[src/inc/irqlp_pkg.sv]
// irqlp_pkg: constants and types for the interrupt enable and low-power wake block
// assumes: single clock domain, plain register port from the core
`default_nettype none
package irqlp_pkg;
    // ----------------------------------------
    // register map
    // ----------------------------------------
    localparam logic [7:0] OPT_CTRL_ADDR   = 8'hc8; // interrupt_option_control, write only
    localparam logic [7:0] OPT_CTRL_RESET  = 8'h00;
    localparam int         TRIG1_SEL_BIT   = 6;     // source1_trigger_select
    localparam int         POL2_SEL_BIT    = 5;     // source2_polarity_select
    localparam int         GLOBAL_EN_BIT   = 4;     // global_irq_enable
    localparam logic [7:0] OPT_CTRL_MASK   = 8'h70;
    // status register of the block's own state, read only
    localparam logic [7:0] LP_STATUS_ADDR  = 8'hcf;
    localparam logic [7:0] RDATA_RESET     = 8'h00;

    // ----------------------------------------
    // timing
    // ----------------------------------------
    localparam int          CLK_HZ         = 40_000_000;
    localparam int          OSC_SETTLE_US  = 1000;  // oscillator settle time after stop
    localparam int          OSC_SETTLE_CYC = OSC_SETTLE_US * (CLK_HZ / 1_000_000);

    // ----------------------------------------
    // types
    // ----------------------------------------
    typedef enum logic [1:0] {
        IRQLP_RUN,
        IRQLP_WAIT,
        IRQLP_STOP,
        IRQLP_SETTLE
    } irqlp_pwr_t;

    typedef enum logic [1:0] {
        IRQLP_CTX_MAIN,
        IRQLP_CTX_IRQ,
        IRQLP_CTX_NMI
    } irqlp_ctx_t;

    // peripheral events and enables
    typedef struct packed {
        logic       timer_zero_flag;
        logic       timer_irq_enable;
        logic       conv_end_flag;
        logic       converter_irq_enable;
        logic       reload_overflow_flag;
        logic       reload_overflow_irq_enable;
        logic       reload_compare_flag;
        logic       reload_compare_irq_enable;
        logic       reload_edge_flag;
        logic       reload_edge_irq_enable;
    } irqlp_periph_t;

    // per-vector request lines (vector 0 is the non-maskable one)
    typedef struct packed {
        logic       v4;
        logic       v3;
        logic       v2;
        logic       v1;
        logic       v0;
    } irqlp_vec_t;
endpackage
`default_nettype wire

[src/core/irqlp_top.sv]
// irqlp_top: interrupt enabling, vector routing and wait/stop sequencing
// assumes: core gives instruction-boundary strobes, peripherals give level flags
// settle count is a parameter so short runs stay short
// wake needs global enable for every source
`default_nettype none

module irqlp_top #(
    parameter int SETTLE_CYC = irqlp_pkg::OSC_SETTLE_CYC
) (
    input  wire logic                     CLK,
    input  wire logic                     RST_N,
    input  wire logic                     WDG_RST,
    input  wire logic [7:0]               ADDR,
    input  wire logic [7:0]               WDATA,
    input  wire logic                     WR,
    input  wire logic                     RD,
    output logic [7:0]                    RDATA,
    input  wire logic                     NMI_PIN_N,
    input  wire logic [7:0]               PORTA_PIN,
    input  wire logic [7:0]               PORTB_PIN,
    input  wire logic [7:0]               PORTC_PIN,
    input  wire logic [7:0]               PORTA_IRQ_EN,
    input  wire logic [7:0]               PORTB_IRQ_EN,
    input  wire logic [7:0]               PORTC_IRQ_EN,
    input  wire irqlp_pkg::irqlp_periph_t PERIPH,
    input  wire logic                     WDG_ACTIVE,
    input  wire logic                     INSTR_END,
    input  wire logic                     WAIT_EXEC,
    input  wire logic                     STOP_EXEC,
    input  wire logic                     VEC_ACK,
    input  wire logic [2:0]               VEC_ACK_NUM,
    input  wire logic                     RETI_EXEC,
    output irqlp_pkg::irqlp_vec_t         IRQ_REQ,
    output logic                          IRQ_TAKE,
    output logic [2:0]                    IRQ_VEC,
    output logic                          FETCH_HALT,
    output logic                          OSC_STOP,
    output logic                          CORE_RESUME,
    output logic                          RST_REQ
);

    // one clock; pins cross in through synchronisers
    // ----------------------------------------
    // reset release
    // ----------------------------------------
    logic rst_s1_r, rst_s2_r, rst_n;

    // two-stage release of the asynchronous reset
    // entry is immediate, release waits two edges
    always_ff @(posedge CLK or negedge RST_N) begin
        if (!RST_N) begin
            rst_s1_r <= 1'b0;
            rst_s2_r <= 1'b0;
        end else begin
            rst_s1_r <= 1'b1;
            rst_s2_r <= rst_s1_r;
        end
    end

    // all other processes reset on this copy
    assign rst_n = rst_s2_r;


    // ----------------------------------------
    // pin synchronisers
    // ----------------------------------------
    // bit order: nmi, port c, port b, port a
    logic [24:0] pin_s1_r, pin_s2_r, pin_prev_r;
    logic [7:0]  pa, pb, pc, pa_prev, pb_prev, pc_prev;
    logic        nmi_n, nmi_prev_n;

    // every pin passes two flip-flops before use
    // pins idle high: reset high, no false edge
    always_ff @(posedge CLK or negedge rst_n) begin
        if (!rst_n) begin
            pin_s1_r   <= {25{1'b1}};
            pin_s2_r   <= {25{1'b1}};
            pin_prev_r <= {25{1'b1}};
        end else begin
            // third stage keeps the last settled value
            pin_s1_r   <= {NMI_PIN_N, PORTC_PIN, PORTB_PIN, PORTA_PIN};
            pin_s2_r   <= pin_s1_r;
            pin_prev_r <= pin_s2_r;
        end
    end

    // settled and previous values for edge finders
    assign {nmi_n, pc, pb, pa}                  = pin_s2_r;
    assign {nmi_prev_n, pc_prev, pb_prev, pa_prev} = pin_prev_r;


    // ----------------------------------------
    // option register
    // ----------------------------------------
    logic [7:0] opt_ctrl_r;
    logic       global_irq_enable, source2_polarity_select, source1_trigger_select;

    // whole-byte write only; clears on reset
    // unused bits masked, always zero
    always_ff @(posedge CLK or negedge rst_n) begin
        if (!rst_n) begin
            opt_ctrl_r <= irqlp_pkg::OPT_CTRL_RESET;
        end else if (WR && ADDR == irqlp_pkg::OPT_CTRL_ADDR) begin
            // no read path, so no single-bit update
            opt_ctrl_r <= WDATA & irqlp_pkg::OPT_CTRL_MASK;
        end
    end

    // field decode of the option byte
    assign global_irq_enable       = opt_ctrl_r[irqlp_pkg::GLOBAL_EN_BIT];
    assign source2_polarity_select = opt_ctrl_r[irqlp_pkg::POL2_SEL_BIT];
    assign source1_trigger_select  = opt_ctrl_r[irqlp_pkg::TRIG1_SEL_BIT];


    // ----------------------------------------
    // source detection
    // ----------------------------------------
    logic src1_level, src1_fall, src2_edge, src3_lvl, src4_lvl, nmi_fall;

    // vector one: low level or falling edge on enabled port a/b pins
    // level: any enabled pin held low
    // edge: a high-to-low step on one
    assign src1_level = |((PORTA_IRQ_EN & ~pa) | (PORTB_IRQ_EN & ~pb));
    assign src1_fall  = |((PORTA_IRQ_EN & pa_prev & ~pa) | (PORTB_IRQ_EN & pb_prev & ~pb));

    // vector two: port c edge of selected polarity
    assign src2_edge = source2_polarity_select
        ? |(PORTC_IRQ_EN & ~pc_prev & pc)
        : |(PORTC_IRQ_EN & pc_prev & ~pc);

    // vector four: timer zero or converter end
    // flags are levels until software clears
    assign src4_lvl = (PERIPH.timer_zero_flag & PERIPH.timer_irq_enable)
                    | (PERIPH.conv_end_flag & PERIPH.converter_irq_enable);

    // vector three: reload timer events
    assign src3_lvl = (PERIPH.reload_overflow_flag & PERIPH.reload_overflow_irq_enable)
                    | (PERIPH.reload_compare_flag & PERIPH.reload_compare_irq_enable)
                    | (PERIPH.reload_edge_flag & PERIPH.reload_edge_irq_enable);

    // non-maskable pin: falling edge only
    assign nmi_fall = nmi_prev_n & ~nmi_n;


    // ----------------------------------------
    // edge latches, set wins over clear
    // ----------------------------------------
    logic nmi_lat_r, src1_lat_r, src2_lat_r;
    logic ack0, ack1, ack2;

    // true when the core enters the given vector
    function automatic logic vec_entered(input logic       ack,
                                         input logic [2:0] num,
                                         input logic [2:0] vec);
        return ack && (num == vec);
    endfunction

    // one decode per edge latch
    assign ack0 = vec_entered(VEC_ACK, VEC_ACK_NUM, 3'h0);
    assign ack1 = vec_entered(VEC_ACK, VEC_ACK_NUM, 3'h1);
    assign ack2 = vec_entered(VEC_ACK, VEC_ACK_NUM, 3'h2);

    // latches cleared when the routine starts
    // one edge is kept while a routine runs
    always_ff @(posedge CLK or negedge rst_n) begin
        if (!rst_n) begin
            nmi_lat_r  <= 1'b0;
            src1_lat_r <= 1'b0;
            src2_lat_r <= 1'b0;
        end else begin
            // an edge beside the clear wins
            nmi_lat_r  <= nmi_fall | (nmi_lat_r & ~ack0);
            // held clear in level mode
            src1_lat_r <= (src1_fall & ~source1_trigger_select) | (src1_lat_r & ~ack1 & ~source1_trigger_select);
            src2_lat_r <= src2_edge | (src2_lat_r & ~ack2);
        end
    end


    // ----------------------------------------
    // request gating and vector choice
    // ----------------------------------------
    irqlp_pkg::irqlp_vec_t raw, req;

    // ungated requests, one per vector
    assign raw.v0 = nmi_lat_r;
    // vector one follows the trigger select
    assign raw.v1 = source1_trigger_select ? src1_level : src1_lat_r;
    assign raw.v2 = src2_lat_r;
    assign raw.v3 = src3_lvl;
    assign raw.v4 = src4_lvl;

    // global enable masks all but the non-maskable source
    assign req.v0 = raw.v0;
    assign req.v1 = raw.v1 & global_irq_enable;
    assign req.v2 = raw.v2 & global_irq_enable;
    assign req.v3 = raw.v3 & global_irq_enable;
    assign req.v4 = raw.v4 & global_irq_enable;
    assign IRQ_REQ = req;


    logic        any_mask, wake, run_now;
    irqlp_pkg::irqlp_ctx_t ctx_r;
    irqlp_pkg::irqlp_pwr_t pwr_r;
    assign any_mask = req.v1 | req.v2 | req.v3 | req.v4;

    // wake only when global enable is set
    // a non-maskable request cannot wake without it either
    assign wake = global_irq_enable & (any_mask | req.v0);


    // fixed priority: nmi, then 1..4; maskable only from main context
    always_comb begin
        // defined on every path
        IRQ_VEC = 3'h0;
        if (req.v0 && ctx_r != irqlp_pkg::IRQLP_CTX_NMI)
            IRQ_VEC = 3'h0;
        else if (req.v1)
            IRQ_VEC = 3'h1;
        else if (req.v2)
            IRQ_VEC = 3'h2;
        else if (req.v3)
            IRQ_VEC = 3'h3;
        else
            IRQ_VEC = 3'h4;
    end

    // taken at an instruction end while running
    assign run_now  = (pwr_r == irqlp_pkg::IRQLP_RUN);
    assign IRQ_TAKE = run_now && INSTR_END &&
        ((req.v0 && ctx_r != irqlp_pkg::IRQLP_CTX_NMI) ||
         (any_mask && ctx_r == irqlp_pkg::IRQLP_CTX_MAIN));


    // ----------------------------------------
    // core context tracking
    // ----------------------------------------
    irqlp_pkg::irqlp_ctx_t ctx_ret_r;

    // context follows vector entry and return
    // the non-maskable routine returns to the saved context
    always_ff @(posedge CLK or negedge rst_n) begin
        if (!rst_n) begin
            ctx_r     <= irqlp_pkg::IRQLP_CTX_MAIN;
            ctx_ret_r <= irqlp_pkg::IRQLP_CTX_MAIN;
        end else if (VEC_ACK) begin
            // remember where we came from
            ctx_ret_r <= ctx_r;
            ctx_r     <= (VEC_ACK_NUM == 3'h0) ? irqlp_pkg::IRQLP_CTX_NMI : irqlp_pkg::IRQLP_CTX_IRQ;
        end else if (RETI_EXEC) begin
            // normal routine always returns to main
            ctx_r     <= (ctx_r == irqlp_pkg::IRQLP_CTX_NMI) ? ctx_ret_r : irqlp_pkg::IRQLP_CTX_MAIN;
            ctx_ret_r <= irqlp_pkg::IRQLP_CTX_MAIN;
        end
    end


    // ----------------------------------------
    // wait / stop sequencer
    // ----------------------------------------
    // wide enough for the full settle count
    logic [$clog2(SETTLE_CYC+1)-1:0] settle_r;
    logic                             resume_r;

    // low-power entry, exit and settle delay
    // entry refused while a request pends
    // stop becomes wait while the watchdog runs
    always_ff @(posedge CLK or negedge rst_n) begin
        if (!rst_n) begin
            pwr_r    <= irqlp_pkg::IRQLP_RUN;
            settle_r <= '0;
            resume_r <= 1'b0;
        end else begin
            resume_r <= 1'b0;
            case (pwr_r)
                // run: watch for wait or stop
                irqlp_pkg::IRQLP_RUN: begin
                    if ((WAIT_EXEC || STOP_EXEC) && !any_mask && !req.v0) begin
                        if (STOP_EXEC && !WDG_ACTIVE)
                            pwr_r <= irqlp_pkg::IRQLP_STOP;
                        else
                            pwr_r <= irqlp_pkg::IRQLP_WAIT;
                    end
                end
                // wait: clock runs, leave on first wake
                irqlp_pkg::IRQLP_WAIT: begin
                    if (wake) begin
                        pwr_r    <= irqlp_pkg::IRQLP_RUN;
                        resume_r <= 1'b1;
                    end
                end
                // stop: oscillator off, load settle count
                irqlp_pkg::IRQLP_STOP: begin
                    if (wake) begin
                        pwr_r    <= irqlp_pkg::IRQLP_SETTLE;
                        settle_r <= SETTLE_CYC[$bits(settle_r)-1:0];
                    end
                end
                // settle: count down, then resume
                irqlp_pkg::IRQLP_SETTLE: begin
                    if (settle_r <= 1) begin
                        pwr_r    <= irqlp_pkg::IRQLP_RUN;
                        resume_r <= 1'b1;
                    end
                    settle_r <= settle_r - 1'b1;
                end
                // unused code: back to run
                default: pwr_r <= irqlp_pkg::IRQLP_RUN;
            endcase
        end
    end

    // core-facing controls from the state
    assign FETCH_HALT  = !run_now;
    // oscillator stop touches no clock source selection
    assign OSC_STOP    = (pwr_r == irqlp_pkg::IRQLP_STOP);
    assign CORE_RESUME = resume_r;
    assign RST_REQ     = WDG_RST;


    // ----------------------------------------
    // read port: option register reads zero
    // ----------------------------------------
    // status: power state and context
    // bits 1:0 power state, bits 3:2 context
    // stands only in the cycle after the strobe
    always_ff @(posedge CLK or negedge rst_n) begin
        if (!rst_n) begin
            RDATA <= irqlp_pkg::RDATA_RESET;
        end else if (RD && ADDR == irqlp_pkg::LP_STATUS_ADDR) begin
            RDATA <= {4'h0, ctx_r, pwr_r};
        end else begin
            RDATA <= irqlp_pkg::RDATA_RESET;
        end
    end
endmodule
`default_nettype wire

[config.mk]
export PLATFORM = sky130hd
export DESIGN_NAME = irqlp_top
export DESIGN_NICKNAME = d
export VERILOG_FILES = /design/src/inc/irqlp_pkg.sv /design/src/core/irqlp_top.sv
export SDC_FILE = /design/constraint.sdc
export NUM_CORES = 1
export LEC_CHECK = 0
export BUFFER_PORTS_ARGS = -buffer_cell sky130_fd_sc_hd__buf_2
export CAP_MARGIN = 20
export CORE_MARGIN = 10
export CORE_UTILIZATION = 40
export CTS_CLUSTER_SIZE = 8
export DETAILED_ROUTE_END_ITERATION = 6
export PLACE_DENSITY = 0.71
export SYNTH_ARGS = -nofsm -noshare
export SYNTH_HDL_FRONTEND = slang
export SYNTH_SLANG_ARGS = --single-unit
[constraint.sdc]
create_clock -name CLK -period 5.3 [get_ports CLK]
set_input_delay 0.53 -clock CLK [delete_from_list [all_inputs] [get_ports CLK]]
set_output_delay 0.53 -clock CLK [all_outputs]
set_load 0.01 [all_outputs]
==> flow_summary.yaml, run 1 <==
timing:
  fmax_mhz: 348
  drv_slew: 0
  worstMarginPinSlew_ns: 0.717
  slew_headroom_pct: 52.2
  post-route-period-util_pct: 54.3
  hold_violations: 0
  rsz0062_at_grt: "false"
  finalSetupViolCount: 0
  min_period_ns: 2.88
  finalSetupTns_ns: 0
  finClkSkew_ns: 0.0136
route:
  routed_via_density: 5.03
  vias: 2975
  drc: 0
  final_antenna_net_count: 0
  drtIter0Drc: 172
  first_pass_iters: 6
  wl_per_cell_um: 15.8
  wl_mm: 9.35
grt:
  grt_max_degree: 62
  grt_pass1_vias: 3214
  grt_use_total_pct: 12.5
  grt_pass1_wl_mm: 15.2
  antenna_found_initial: 0
  grt_overflow_total: 0
synthesis:
  avgSynthCellArea_um2: 12.4
  ys.flop_type: "dfstp_2"
  ys_seq_area_share_pct: 66.6
  synthArstFlopShare_pct: 100
  syn-instance-count: 345
  synth_edf_count: 0
  netlist_area_um2: 4270
  synth_warnings: 0
  ys_types: 57
  ys_seq_elements: 110
clock_tree:
  cts-resized-gates: 0
  htreeDepth: 3
  root_buffer: "clkbuf_8"
  holdBufCountCts: 1
  tritoncts: "done"
  path_clk_slew_ns: 0.12
  postCtsSetupBuffers: 0
  cts.sinks: 110
  clk-insertion-delay-late_ns: 0.37
  numCtsBuffers: 9
  cts.path.max_buffers: 2
setup_path:
  crit_type: "register to output port"
  regToRegSetupSlack_ns: 2.96
  cp-start-kind: "register"
  required_ns: 4.77
  cp.arrival_ns: 2.35
  crit_fanout: 3
  end_kind: "output port"
die:
  die_width_um: 123
  start_util_pct: 41.2
  die_h_um: 123
  rows: 37
  io_pins: 110
  dieArea_um2: 15200
  coreArea_um2: 10400
cells_and_area:
  fin_util_pct: 49.3
  n_antenna_cell: 0
  nets: 541
  nFillCells: 939
  drive_gt1_share_pct: 46.4
  syn_to_final_growth_pct: 19.6
job:
  max-cap-violations: 0
power:
  powerDensity_nw_per_um2: 360
  leakagePower_uw: 0.00222
  ir_worst_vdd_v: 0.000249
placement:
  placement.io_buffers: 98
  place_hpwl_mm: 7.24
  gp_congestion: 0.895
hold_path:
  hold_path_class: "primary input to register"
outcome:
  status: "finished clean"
-- final timing paths --
check / from / endpoint / depth (start not counted)
setup / recovery: pin_s2_r[15]$_DFF_PN1_ / IRQ_TAKE / 6
max in group asynchronous: rst_n$_DFF_PN0_ / settle_r[0]$_DFFE_PN0P_ / 1
min in group asynchronous: rst_n$_DFF_PN0_ / src2_lat_r$_DFF_PN0_ / 0
setup reg to reg: pin_s2_r[10]$_DFF_PN1_ / settle_r[11]$_DFFE_PN0P_ / 6
hold / removal: PORTC_PIN[6] / pin_s1_r[22]$_DFF_PN1_ / 1
hold reg to reg: rst_n$_DFF_PN0_ / src2_lat_r$_DFF_PN0_ / 0
-- cells in the final DEF (no fill, tap or decap), drive strengths merged, types with 7 or more instances in the layout --
cell	netlist	routed
o22ai	8	8
a21oi	8	8
dfrtp	35	35
inv	15	19
nor2b	16	16
a22oi	7	7
o21ai	19	19
nor4	14	14
a31oi	8	8
buf	8	99
nor2	21	21
dfstp	75	75
clkbuf	1	9
nand2	35	35
nor3	11	11
-- routing by layer --
metal	global-route usage [%]	part of all wire, %	vias up
met1	15.3	42	1435
met4	4.88	1.6	0
li1	-	-	1429
met5	0	0	-
met3	4.28	8.1	13
met2	19.9	48	98
-- area by class of cell --
class,instances,area [um^2],share of cell area (%)
clock buffer,9,124,2.42
tap,136,170,3.33
clock inverter,7,83.8,1.64
multi-input combinational,213,1310,25.7
sequential,110,2850,55.8
timing repair buffer,100,508,9.94
inverter,16,60.1,1.18
-- report_power, final --
part	leakage (uW)	switching [uW]	total (uW)	internal, uW
clock	0.000104	311	502	191
combinational	0.000907	169	296	126
sequential	0.00120	98.7	1040	943
-- through the flow --
step | cells | hold WS [ns] | power [uW] | instance area [um^2] | setup slack [ns]
5_1_grt | 591 | 0.202 | 1950 | 5110 | 2.22
3_3_place_gp | 574 | 0.315 | 1340 | 4890 | 2.58
4_1_cts | 591 | 0.212 | 1860 | 5110 | 2.35
2_1_floorplan | 348 | 0.234 | 1240 | 4280 | 2.14
3_5_place_dp | 574 | 0.322 | 1350 | 4890 | 2.54
6_report | 591 | 0.238 | 1840 | 5110 | 2.42
-- cells by family (layout without fill, tap and decap cells) --
logic type,after synthesis,after routing,synth area share (%)
DFF,110,110,66.6
buffers and inverters,25,132,2.93
muxes,6,6,1.52
other,2,5,0.176
AOI/OAI and AO/OA,72,72,12.1
adders and majority gates,2,2,0.586
xor gates and xnor gates,2,2,0.410
and+or+nand+nor,126,126,15.7
-- cell usage after synthesis, drive strengths merged, types with 4 or more instances --
cell    count  share of area [%]
nand2      35                3.1
o22ai       8                1.2
dfstp      75                 46
nor3       11                1.4
a22oi       7                1.2
nand3       5               0.59
buf         8                1.4
nor4       14                2.3
a31oi       8                1.3
dfrtp      35                 20
mux2        4                1.1
nor2       21                1.8
inv        15                1.3
nand2b      4               0.59
nor2b      16                2.5
o21ai      19                2.3
a21oi       8               0.94
or3         6               0.94
-- sequential cells by signal, summed over array words and instances, names as in the netlist --
name         count
opt_ctrl_r       3
pin_prev_r      25
src2_lat_r       1
src1_lat_r       1
rst_s1_r         1
settle_r        16
pwr_r            2
ctx_ret_r        2
CORE_RESUME      1
ctx_r            2
RDATA            4
rst_n            1
pin_s2_r        25
nmi_lat_r        1
pin_s1_r        25
-- critical path, cell delays in order, from the launching register on --
cell     delay, ns
dfstp_2       0.54
nor2b_1       0.05
nor3_1        0.37
a31oi_1       0.24
nor3_1        0.48
nor4_1        0.12
buf_2         0.17
Power figures use the tool's default switching activity.
==> run 2, diff against run 1 <==
--- a/config.mk
+++ b/config.mk
@@ -11,7 +11,7 @@
 export CORE_UTILIZATION = 40
 export CTS_CLUSTER_SIZE = 8
 export DETAILED_ROUTE_END_ITERATION = 6
-export PLACE_DENSITY = 0.71
+export PLACE_DENSITY = 0.74
 export SYNTH_ARGS = -nofsm -noshare
 export SYNTH_HDL_FRONTEND = slang
 export SYNTH_SLANG_ARGS = --single-unit
==> constraint.sdc (replaced) <==
create_clock -name CLK -period 2.55 [get_ports CLK]
set_input_delay 0.255 -clock CLK [delete_from_list [all_inputs] [get_ports CLK]]
set_output_delay 0.255 -clock CLK [all_outputs]
set_load 0.01 [all_outputs]
==> run 2 against run 1 <==
  * Sequential power grew 100%
  * Clock power grew 110%
  * Sequential share of layout area shrank 3.4 points
==> flow_summary.yaml, run 2 (same netlist as run 1, synthesis figures left out) <==
timing:
  drv_slew: 0
  fin_ws_ns: 0.174
  fmax_mhz: 421
  finClkSkew_ns: 0.0117
  finalSetupTns_ns: 0
  slew_headroom_pct: 58.0
  rsz0062_at_grt: "true"
  min_period_ns: 2.38
  worstMarginPinSlew_ns: 0.624
  finalSetupViolCount: 0
  post-route-period-util_pct: 93.2
  holdWs_ns: 0.101
  hold_violations: 0
placement:
  placement.io_buffers: 98
  place_hpwl_mm: 7.60
  gp_congestion: 0.869
  dp_slack_ns: 0.300
hold_path:
  hold_path_class: "primary input to register"
route:
  wl_per_cell_um: 16.4
  routed_via_density: 4.99
  drtIter0Drc: 248
  vias: 3108
  drc: 0
  final_antenna_net_count: 0
  wl_mm: 10.2
  first_pass_iters: 4
grt:
  grt_max_degree: 59
  gr-usage-met1_pct: 16.4
  grt_pass1_vias: 3464
  grt_overflow_total: 0
  grt_use_met3_pct: 4.38
  grt_use_met2_pct: 23.0
  grt_use_total_pct: 13.9
  grt_pass1_wl_mm: 16.8
  antenna_found_initial: 0
  grt_busiest_layer: "met2"
die:
  start_util_pct: 41.2
  coreArea_um2: 10400
  dieArea_um2: 15200
  io_pins: 110
  die_width_um: 123
  die_h_um: 123
  rows: 37
cells_and_area:
  final_common_cell: "buf_2"
  drive_gt1_share_pct: 45.6
  syn_to_final_growth_pct: 27.3
  n_antenna_cell: 0
  fin_util_pct: 52.4
  nets: 573
  most-common-layout-cells: "buf_2 (98), dfstp_2 (75), nand2_1 (35), dfrtp_1 (34), dlygate4sd3_1 (26)"
  nFillCells: 890
  reg_top3: "pin_prev_r (25), pin_s1_r (25), pin_s2_r (25)"
outcome:
  status: "finished clean"
setup_path:
  crit_fanout: 3
  end_kind: "output port"
  crit_type: "register to output port"
  cp-start-kind: "register"
  cp.arrival_ns: 2.12
  regToRegSetupSlack_ns: 0.29
  required_ns: 2.30
power:
  powerDensity_nw_per_um2: 721
  ir_worst_vdd_v: 0.000407
  leakagePower_uw: 0.00236
clock_tree:
  cts.path.max_buffers: 2
  clk-insertion-delay-late_ns: 0.38
  htreeDepth: 3
  path_clk_slew_ns: 0.12
  root_buffer: "clkbuf_8"
  cts.sinks: 110
  numCtsBuffers: 9
  tritoncts: "done"
  postCtsSetupBuffers: 0
job:
  max-cap-violations: 0
-- run 2: changes by cell type in the layout (fill, tap and decap cells not counted) --
cell | previous run | this run
dlygate4sd3_1 | 1 | 26
buf_4 | 1 | 7
clkinv_4 | 1 | 3
inv_6 | 3 | 1
inv_8 | 0 | 2
nor4_1 | 12 | 10
nor4_2 | 2 | 4
buf_12 | 0 | 1
clkinv_8 | 2 | 1
inv_12 | 1 | 0
nand2b_1 | 4 | 3
nand2b_4 | 0 | 1
nor3_1 | 10 | 9
nor3_2 | 1 | 2
-- run 2: path summary, 6_finish.rpt --
kind | cells after the start | end | startpoint
min reg2reg | 0 | pin_s2_r[17]$_DFF_PN1_ | pin_s1_r[17]$_DFF_PN1_
max in group asynchronous | 1 | pin_s1_r[17]$_DFF_PN1_ | rst_n$_DFF_PN0_
min in group asynchronous | 2 | rst_n$_DFF_PN0_ | RST_N
max | 7 | IRQ_TAKE | pin_s2_r[12]$_DFF_PN1_
max reg2reg | 6 | settle_r[10]$_DFFE_PN0P_ | pin_s2_r[10]$_DFF_PN1_
min | 2 | ctx_ret_r[0]$_DFFE_PN0P_ | RETI_EXEC
-- run 2: routing by layer --
layer | share of wire [%] | up-vias
met4 | 2.1 | 0
met2 | 50 | 104
met3 | 7.7 | 22
met5 | 0 | -
met1 | 40 | 1491
li1 | - | 1491
-- run 2: layout make-up --
cell class	instances	area (um^2)	share of cell area [%]
timing repair buffer	132	823	15.1
tap	136	170	3.13
sequential	110	2850	52.4
clock buffer	9	124	2.28
inverter	16	60.1	1.10
clock inverter	7	73.8	1.36
multi-input combinational	213	1340	24.6
-- run 2: through the flow --
step	cells	power (uW)	area [um^2]
after CTS	623	3950	5410
after global routing	623	4160	5440
after global placement	581	2840	4960
final	623	3920	5440
after detailed placement	581	2880	4960
after floorplan	348	2580	4290
-- run 2: power breakdown --
part / leakage [uW] / total (uW) / internal (uW) / switching (uW)
combinational: 0.00105 / 762 / 339 / 422
clock: 0.000101 / 1030 / 386 / 640
sequential: 0.00120 / 2130 / 1960 / 172
total: 0.00236 / 3920 / 2690 / 1230
-- run 2: worst max-delay path, cell delays in order, from the launching register on --
cell and delay (ns):
dfstp_2 0.38, nor2b_1 0.26, nor4_2 0.10, a31oi_1 0.34, nor3_1 0.08, buf_4 0.17
nor4_1 0.22, buf_2 0.19
-- run 2: repair_timing --
| item | in CTS | in global routing |
|---|---|---|
| hold endpoints to repair | 27 | 0 |
| gates resized for setup | 0 | 4 |
| hold buffers | 26 | 0 |
| endpoints found under the setup margin | 0 | 3 |
